==> src/mcs_pkg.sv <==
// Package for the general control, sleep and external interrupt block.
// Assumes a single core clock and a 32-bit classic Wishbone register bus.
`default_nettype none

package mcs_pkg;

  // ===========================================================================
  // Register map (byte addresses, one aligned word each)
  localparam logic [7:0] MCS_OFS_GENERAL_CONTROL = 8'h00;
  localparam logic [7:0] MCS_OFS_EXT_IRQ_MASK    = 8'h04;
  localparam logic [7:0] MCS_OFS_STATUS          = 8'h08;

  // ===========================================================================
  // General control field positions
  localparam int MCS_BIT_EXT_MEMORY_ENABLE     = 7;
  localparam int MCS_BIT_EXT_MEMORY_WAIT_STATE = 6;
  localparam int MCS_BIT_SLEEP_PERMIT          = 5;
  localparam int MCS_BIT_SLEEP_KIND_SELECT     = 4;
  localparam int MCS_BIT_LINE_B_SENSE_LO       = 2;
  localparam int MCS_BIT_LINE_A_SENSE_LO       = 0;

  // Mask register field positions
  localparam int MCS_BIT_MASK_LINE_B = 7;
  localparam int MCS_BIT_MASK_LINE_A = 6;

  // Values after reset
  localparam logic [7:0] MCS_RST_GENERAL_CONTROL = 8'h00;
  localparam logic [1:0] MCS_RST_MASK            = 2'h0;

  // ===========================================================================
  // Sense codes
  localparam logic [1:0] MCS_SENSE_LOW      = 2'h0;
  localparam logic [1:0] MCS_SENSE_RESERVED = 2'h1;
  localparam logic [1:0] MCS_SENSE_FALL     = 2'h2;
  localparam logic [1:0] MCS_SENSE_RISE     = 2'h3;

  // Cycles from request taken to done pulse, without and with wait state
  localparam int MCS_XM_CYCLES_NORMAL = 3;
  localparam int MCS_XM_CYCLES_WAIT   = 4;

  // ===========================================================================
  // State encodings
  typedef enum logic [1:0] {
    MCS_SL_RUN   = 2'b00,
    MCS_SL_IDLE  = 2'b01,
    MCS_SL_PDOWN = 2'b10
  } mcs_sleep_t;

  typedef enum logic [1:0] {
    MCS_XM_IDLE   = 2'b00,
    MCS_XM_ADDR   = 2'b01,
    MCS_XM_WAIT   = 2'b10,
    MCS_XM_STROBE = 2'b11
  } mcs_xm_t;

  // ===========================================================================
  // Complete state of the block
  typedef struct packed {
    logic [7:0]  ctrl;
    logic [1:0]  mask;      // [1] line B, [0] line A
    logic [1:0]  sync1;
    logic [1:0]  sync2;
    logic [1:0]  prev;
    mcs_sleep_t  slp;
    logic        wake;
    mcs_xm_t     xm;
    logic [15:0] xm_addr;
    logic [7:0]  xm_wdata;
    logic        xm_we;
    logic [7:0]  xm_rdata;
    logic        xm_done;
    logic        ack;
    logic [31:0] dat;
  } mcs_state_t;

  localparam mcs_state_t MCS_STATE_RESET = '{
    ctrl: MCS_RST_GENERAL_CONTROL, mask: MCS_RST_MASK, sync1: 2'h3, sync2: 2'h3, prev: 2'h3,
    slp: MCS_SL_RUN, wake: 1'b0, xm: MCS_XM_IDLE, xm_addr: 16'h0000, xm_wdata: 8'h00,
    xm_we: 1'b0, xm_rdata: 8'h00, xm_done: 1'b0, ack: 1'b0, dat: 32'h0000_0000};

endpackage : mcs_pkg

`default_nettype wire

==> src/mcs_general_control.sv <==
// General control block: external memory port, sleep control, two external interrupt lines.
// Assumes pins are synchronous to clk_i except the interrupt pins, which are resynchronised here.
`default_nettype none

module mcs_general_control
  import mcs_pkg::*;
(
  // Clock and reset
  input  wire logic        clk_i,
  input  wire logic        rst_i,
  // Wishbone slave
  input  wire logic [7:0]  wb_adr_i,
  input  wire logic [31:0] wb_dat_i,
  input  wire logic [3:0]  wb_sel_i,
  input  wire logic        wb_we_i,
  input  wire logic        wb_cyc_i,
  input  wire logic        wb_stb_i,
  output logic      [31:0] wb_dat_o,
  output logic             wb_ack_o,
  // Core side
  input  wire logic        sleep_instr_i,
  input  wire logic        global_irq_en_i,
  input  wire logic        internal_irq_i,
  input  wire logic        wdt_enabled_i,
  input  wire logic        wdt_timeout_i,
  output logic             core_stop_o,
  output logic             osc_stop_o,
  output logic             wake_o,
  output logic             irq_line_a_o,
  output logic             irq_line_b_o,
  // External memory request from the core
  input  wire logic        xm_req_i,
  input  wire logic        xm_we_i,
  input  wire logic [15:0] xm_addr_i,
  input  wire logic [7:0]  xm_wdata_i,
  output logic      [7:0]  xm_rdata_o,
  output logic             xm_done_o,
  output logic             xm_busy_o,
  // External interrupt pins (read back from the pad even when driven)
  input  wire logic        ext_irq_line_a_i,
  input  wire logic        ext_irq_line_b_i,
  // Port settings from the ordinary port logic
  input  wire logic [7:0]  port_a_out_i,
  input  wire logic [7:0]  port_a_dir_i,
  input  wire logic [7:0]  port_c_out_i,
  input  wire logic [7:0]  port_c_dir_i,
  input  wire logic [1:0]  port_d_strobe_out_i,  // [1] write strobe pin, [0] read strobe pin
  input  wire logic [1:0]  port_d_strobe_dir_i,
  // Pads
  input  wire logic [7:0]  pa_i,
  output logic      [7:0]  pa_o,
  output logic      [7:0]  pa_oe_o,
  output logic      [7:0]  pc_o,
  output logic      [7:0]  pc_oe_o,
  output logic             wr_n_o,
  output logic             wr_oe_o,
  output logic             rd_n_o,
  output logic             rd_oe_o,
  output logic             ale_o
);

  // ===========================================================================
  // Helpers

  // Request decode for one line; the reserved code never requests
  function automatic logic sense_req(input logic [1:0] mode, input logic cur, input logic prv);
    case (mode)
      MCS_SENSE_LOW:  sense_req = ~cur;
      MCS_SENSE_FALL: sense_req = prv & ~cur;
      MCS_SENSE_RISE: sense_req = ~prv & cur;
      default:        sense_req = 1'b0;
    endcase
  endfunction : sense_req

  mcs_state_t st_reg;
  mcs_state_t st_next;

  logic [1:0] sense_a;
  logic [1:0] sense_b;
  logic       req_a;
  logic       req_b;
  logic       level_wake;
  logic       bus_go;
  logic       bus_write;
  logic       xm_on;

  // ===========================================================================
  // Interrupt requests

  // Pins are sampled after two flops, so a pin driven by the port still triggers
  always_comb begin
    sense_a    = st_reg.ctrl[MCS_BIT_LINE_A_SENSE_LO +: 2];
    sense_b    = st_reg.ctrl[MCS_BIT_LINE_B_SENSE_LO +: 2];
    req_a      = global_irq_en_i & st_reg.mask[0] & sense_req(sense_a, st_reg.sync2[0], st_reg.prev[0]);
    req_b      = global_irq_en_i & st_reg.mask[1] & sense_req(sense_b, st_reg.sync2[1], st_reg.prev[1]);
    // Only level sense survives a stopped oscillator, so of the line requests only it may end power-down
    level_wake = (req_a & (sense_a == MCS_SENSE_LOW)) | (req_b & (sense_b == MCS_SENSE_LOW));
  end

  assign irq_line_a_o = req_a;
  assign irq_line_b_o = req_b;

  // ===========================================================================
  // Next state

  assign xm_on     = st_reg.ctrl[MCS_BIT_EXT_MEMORY_ENABLE];
  assign bus_go    = wb_cyc_i & wb_stb_i;
  assign bus_write = bus_go & wb_we_i & st_reg.ack & wb_sel_i[0];

  always_comb begin
    st_next         = st_reg;
    st_next.wake    = 1'b0;
    st_next.xm_done = 1'b0;

    // Two-flop synchroniser, then one sample of history for edge detection
    st_next.sync1 = {ext_irq_line_b_i, ext_irq_line_a_i};
    st_next.sync2 = st_reg.sync1;
    st_next.prev  = st_reg.sync2;

    // Bus: ack one cycle after the strobe, write lands on the acked edge
    st_next.ack = bus_go & ~st_reg.ack;
    if (bus_go && !st_reg.ack) begin
      case (wb_adr_i)
        MCS_OFS_GENERAL_CONTROL: st_next.dat = {24'h000000, st_reg.ctrl};
        MCS_OFS_EXT_IRQ_MASK:    st_next.dat = {24'h000000, st_reg.mask, 6'h00};
        MCS_OFS_STATUS:          st_next.dat = {27'h0000000, xm_busy_o, st_reg.sync2,
                                                st_reg.slp == MCS_SL_PDOWN, st_reg.slp == MCS_SL_IDLE};
        default:                 st_next.dat = 32'h0000_0000;
      endcase
    end
    if (bus_write) begin
      case (wb_adr_i)
        MCS_OFS_GENERAL_CONTROL: st_next.ctrl = wb_dat_i[7:0];
        MCS_OFS_EXT_IRQ_MASK:    st_next.mask = {wb_dat_i[MCS_BIT_MASK_LINE_B], wb_dat_i[MCS_BIT_MASK_LINE_A]};
        default:                 st_next.mask = st_reg.mask;  // Status and unmapped ignore writes
      endcase
    end

    // Sleep control; registers are never touched on wake-up
    case (st_reg.slp)
      MCS_SL_RUN: begin
        if (sleep_instr_i && st_reg.ctrl[MCS_BIT_SLEEP_PERMIT]) begin
          st_next.slp = st_reg.ctrl[MCS_BIT_SLEEP_KIND_SELECT] ? MCS_SL_PDOWN : MCS_SL_IDLE;
        end
      end
      MCS_SL_IDLE: begin
        if (req_a || req_b || internal_irq_i || wdt_timeout_i) begin
          st_next.slp  = MCS_SL_RUN;
          st_next.wake = 1'b1;
        end
      end
      MCS_SL_PDOWN: begin
        if (level_wake || (wdt_enabled_i && wdt_timeout_i)) begin
          st_next.slp  = MCS_SL_RUN;
          st_next.wake = 1'b1;
        end
      end
      default: st_next.slp = MCS_SL_RUN;
    endcase

    // External memory cycle: address phase, optional wait, strobe phase
    case (st_reg.xm)
      MCS_XM_IDLE: begin
        if (xm_req_i && xm_on) begin
          st_next.xm       = MCS_XM_ADDR;
          st_next.xm_addr  = xm_addr_i;
          st_next.xm_wdata = xm_wdata_i;
          st_next.xm_we    = xm_we_i;
        end
      end
      MCS_XM_ADDR: begin
        st_next.xm = st_reg.ctrl[MCS_BIT_EXT_MEMORY_WAIT_STATE] ? MCS_XM_WAIT : MCS_XM_STROBE;
      end
      MCS_XM_WAIT: begin
        st_next.xm = MCS_XM_STROBE;
      end
      MCS_XM_STROBE: begin
        st_next.xm       = MCS_XM_IDLE;
        st_next.xm_done  = 1'b1;
        st_next.xm_rdata = st_reg.xm_we ? st_reg.xm_rdata : pa_i;
      end
      default: st_next.xm = MCS_XM_IDLE;
    endcase
  end

  // A synchronous reset lands in RUN from any sleep state, which is the wake to the reset vector
  always_ff @(posedge clk_i) begin
    if (rst_i) begin
      st_reg <= MCS_STATE_RESET;
    end else begin
      st_reg <= st_next;
    end
  end

  // ===========================================================================
  // Outputs

  assign wb_ack_o    = st_reg.ack;
  assign wb_dat_o    = st_reg.dat;
  assign core_stop_o = st_reg.slp != MCS_SL_RUN;
  assign osc_stop_o  = st_reg.slp == MCS_SL_PDOWN;
  assign wake_o      = st_reg.wake;
  assign xm_rdata_o  = st_reg.xm_rdata;
  assign xm_done_o   = st_reg.xm_done;
  assign xm_busy_o   = st_reg.xm != MCS_XM_IDLE;

  // Pin muxing; with the memory port on, direction settings are overridden
  always_comb begin
    if (xm_on) begin
      ale_o   = st_reg.xm == MCS_XM_ADDR;
      pc_o    = st_reg.xm_addr[15:8];
      pc_oe_o = 8'hFF;
      wr_oe_o = 1'b1;
      rd_oe_o = 1'b1;
      wr_n_o  = ~(st_reg.xm_we && (st_reg.xm == MCS_XM_WAIT || st_reg.xm == MCS_XM_STROBE));
      rd_n_o  = ~(!st_reg.xm_we && (st_reg.xm == MCS_XM_WAIT || st_reg.xm == MCS_XM_STROBE));
      // Bus turns around for reads after the address phase
      pa_o    = (st_reg.xm == MCS_XM_ADDR) ? st_reg.xm_addr[7:0] : st_reg.xm_wdata;
      pa_oe_o = (st_reg.xm == MCS_XM_ADDR || st_reg.xm_we) ? 8'hFF : 8'h00;
    end else begin
      ale_o   = 1'b0;
      pc_o    = port_c_out_i;
      pc_oe_o = port_c_dir_i;
      wr_n_o  = port_d_strobe_out_i[1];
      wr_oe_o = port_d_strobe_dir_i[1];
      rd_n_o  = port_d_strobe_out_i[0];
      rd_oe_o = port_d_strobe_dir_i[0];
      pa_o    = port_a_out_i;
      pa_oe_o = port_a_dir_i;
    end
  end
endmodule : mcs_general_control

`default_nettype wire

==> config.mk <==
export PLATFORM = sky130hd
export DESIGN_NAME = mcs_general_control
export DESIGN_NICKNAME = d
export VERILOG_FILES = /design/src/mcs_pkg.sv /design/src/mcs_general_control.sv
export SDC_FILE = /design/constraint.sdc
export NUM_CORES = 1
export LEC_CHECK = 0
export BUFFER_PORTS_ARGS = -buffer_cell sky130_fd_sc_hd__buf_2
export CAP_MARGIN = 15
export CORE_UTILIZATION = 45
export CTS_CLUSTER_SIZE = 25
export DETAILED_ROUTE_END_ITERATION = 8
export HOLD_SLACK_MARGIN = 0.03
export MAX_ROUTING_LAYER = met4
export PLACE_DENSITY = 0.93
export SLEW_MARGIN = 10
export SYNTH_ARGS = -nofsm -noshare
export SYNTH_HDL_FRONTEND = slang
export SYNTH_SLANG_ARGS = --single-unit
==> constraint.sdc <==
create_clock -name clk_i -period 2.8 [get_ports clk_i]
set_input_delay 0.56 -clock clk_i [delete_from_list [all_inputs] [get_ports clk_i]]
set_output_delay 0.56 -clock clk_i [all_outputs]
set_load 0.05 [all_outputs]
==> impl_metrics.json <==
{
  "status": "finished, final reports clean",
  "path_clk_slew_ns": 0.08,
  "die-area_um2": 7740,
  "grt_pass1_vias": 2801,
  "drv_cap": 0,
  "wl_per_cell_um": 12.3,
  "clockRootBuffer": "clkbuf_8",
  "ys_seq_area_share_pct": 38.5,
  "grt_pass1_wl_um": 12300,
  "fin_nets": 684,
  "ir_worst_vdd_mv": 0.371,
  "ys_ff_latch": 64,
  "synthAdderAreaFrac_pct": 2.63,
  "worstPathRequired_ns": 2.24,
  "cts_sinks": 64,
  "synth_top_cell_by_area": "dfxtp_1",
  "ant_nets": 0,
  "slew_headroom_pct": 55.2,
  "synth_warnings": 0,
  "worst_pin_slew_ns": 0.672,
  "cts-buffers-inserted": 9,
  "port_buffers": 159,
  "fillCellCount": 646,
  "synth-compound-area-share_pct": 12.5,
  "drt_iter0_drc": 87,
  "crit_start": "st_reg[68]",
  "synth.area.top_cells": "dfxtp_1, buf_4, nand2_1",
  "layout_common_cells": "buf_2, nand2_1, dfxtp_1",
  "start_kind": "register",
  "final_common_cell": "buf_2",
  "synthArstFlopShare_pct": 0,
  "multiInputGateArea_um2": 1720,
  "via_count": 3155,
  "die_h_um": 88.0,
  "avgSynthCellArea_um2": 8.05,
  "setup_violations": 0,
  "p_leak_uw": 0.00196,
  "crit_end": "pa_o[2]",
  "synthMuxAreaShare_pct": 10.1,
  "insertion_delay_ns": 0.33,
  "path_class": "reg2out",
  "area_growth_syn_to_layout_pct": 28.1,
  "post_dp_cell_area_um2": 3990,
  "grt_usage_pct": 21.2,
  "r2r_start": "st_reg[87]",
  "worstPathArrival_ns": 1.85,
  "cp_max_fo": 6,
  "gr-total-overflow": 0,
  "min_path_type": "reg2reg",
  "dr.pass1.iters": 4,
  "core_um2": 6980,
  "fin_setup_tns_ns": 0,
  "finalHoldViolations": 0,
  "synth_cell_types": 39,
  "final_core_util_pct": 61.0,
  "fin_crit_sh_pct": 86.0,
  "cts_max_level": 3,
  "rsz0062_at_grt": "no",
  "largest_reg_flops": 37,
  "drc_errors": 0,
  "synth-xor-area-share_pct": 0,
  "clock_path_buffers": 2,
  "power_density_nw_per_um2": 579,
  "rows": 30,
  "slew_violations": 0,
  "max_freq_ghz": 0.415,
  "grt_max_degree": 43,
  "diodes": 0,
  "ctsHoldBuffers": 0,
  "antenna_found_initial": 0,
  "critical_path.endpoint_type": "output port",
  "dp_hpwl_um": 6060,
  "layout-drive-gt1-share_pct": 39.2,
  "rrSetupSlack_ns": 1.21,
  "worst_r2r_path_depth": 5,
  "dieWidth_um": 88.0,
  "gp_congestion": 0.789,
  "syn-cell-area_um2": 3320,
  "synth-main-ff-cell": "dfxtp_1",
  "synthDominantCellAreaShare_pct": 38.5,
  "final_area_um2": 4260,
  "seqCellArea_um2": 1280,
  "routed_wl_um": 8020,
  "synthSimpleGateAreaFrac_pct": 23.5,
  "io_pins": 211,
  "synth_cells": 413,
  "synth_edf_count": 0,
  "clock-skew-final_ns": 0.0160,
  "finalCriticalPeriod_ns": 2.41,
  "floorplan.initialDensity_pct": 47.6,
  "r2r-end": "st_reg[58]",
  "synth_top_family_by_area": "simple AND/OR/NAND/NOR gates",
  "vias_per_cell": 4.84,
  "cts_tree": "built",
  "hold_ws_ns": 0.404
}
synthesized netlist by cell type (all sizes together) (2+ instances only):
cell type	instances
a21oi	47
a22oi	7
a32oi	3
buf	43
clkbuf	18
dfxtp	64
ha	7
inv	10
mux2	12
mux2i	20
nand2	67
nand2b	4
nand3	2
nand3b	2
nand4	2
nor2	57
nor2b	3
nor3	2
o21ai	13
or2	17
report_power, final:
part | internal [µW] | total (µW) | leakage, µW | switching (µW)
clock network | 684 | 1030 | 0.000128 | 346
logic | 151 | 499 | 0.00131 | 348
registers | 923 | 934 | 0.000517 | 11.3
total | 1760 | 2460 | 0.00196 | 705
worst min path at each step:
stage / cells after the start / to / start / slack (ns)
global placement: 1 / st_next[72] / st_next[74] / 0.40
detailed placement: 1 / st_next[73] / st_next[75] / 0.40
floorplan: 1 / st_next[72] / st_next[74] / 0.39
finish: 1 / st_next[73] / st_next[75] / 0.40
CTS: 2 / st_next[75] / ext_irq_line_b_i / 0.39
global route: 2 / st_next[74] / ext_irq_line_a_i / 0.39
routing by layer:
layer / global-route usage, % / part of all wire, % / vias up
met1: 24.3 / 41 / 1422
met3: 5.09 / 7.2 / 17
li1: - / - / 1585
met4: 8.79 / 1.1 / 0
met2: 35.4 / 51 / 131
met5: - / 0 / -
critical path, cell delays in order (launching register included):
cell,delay [ns]
dfxtp_1,0.38
inv_1,0.08
ha_1,0.28
buf_4,0.21
mux2i_1,0.12
a21oi_1,0.16
buf_2,0.28
area by class of cell:
| type | instances | share of cell area [%] |
|---|---|---|
| Clock buffer | 11 | 3.09 |
| Clock inverter | 5 | 3.03 |
| Inverter | 10 | 0.882 |
| Multi-Input combinational cell | 301 | 40.3 |
| Sequential cell | 64 | 30.1 |
| Tap cell | 96 | 2.82 |
| Timing Repair Buffer | 165 | 19.7 |
cell families (layout without fill, tap and decap cells):
family	Yosys count	in the layout
and+or+nand+nor	164	164
buffers and inverters	71	191
DFF	64	64
AOI/OAI and AO/OA	74	74
other	1	24
muxes	32	32
adders and majority gates	7	7
timing repair:
item	in CTS	in global routing
endpoints found under the setup margin	0	8
setup buffers	0	0
resized for setup	0	1
stage by stage:
| step | total power (µW) | setup slack, ns | std cells |
|---|---|---|---|
| after floorplan | 1330 | 0.293 | 436 |
| after global routing | 2570 | 0.225 | 652 |
| final | 2460 | 0.392 | 652 |
| after global placement | 1440 | 0.587 | 636 |
| after detailed placement | 1450 | 0.503 | 636 |
| after CTS | 2480 | 0.131 | 652 |
(Power assumes the default switching activity.)
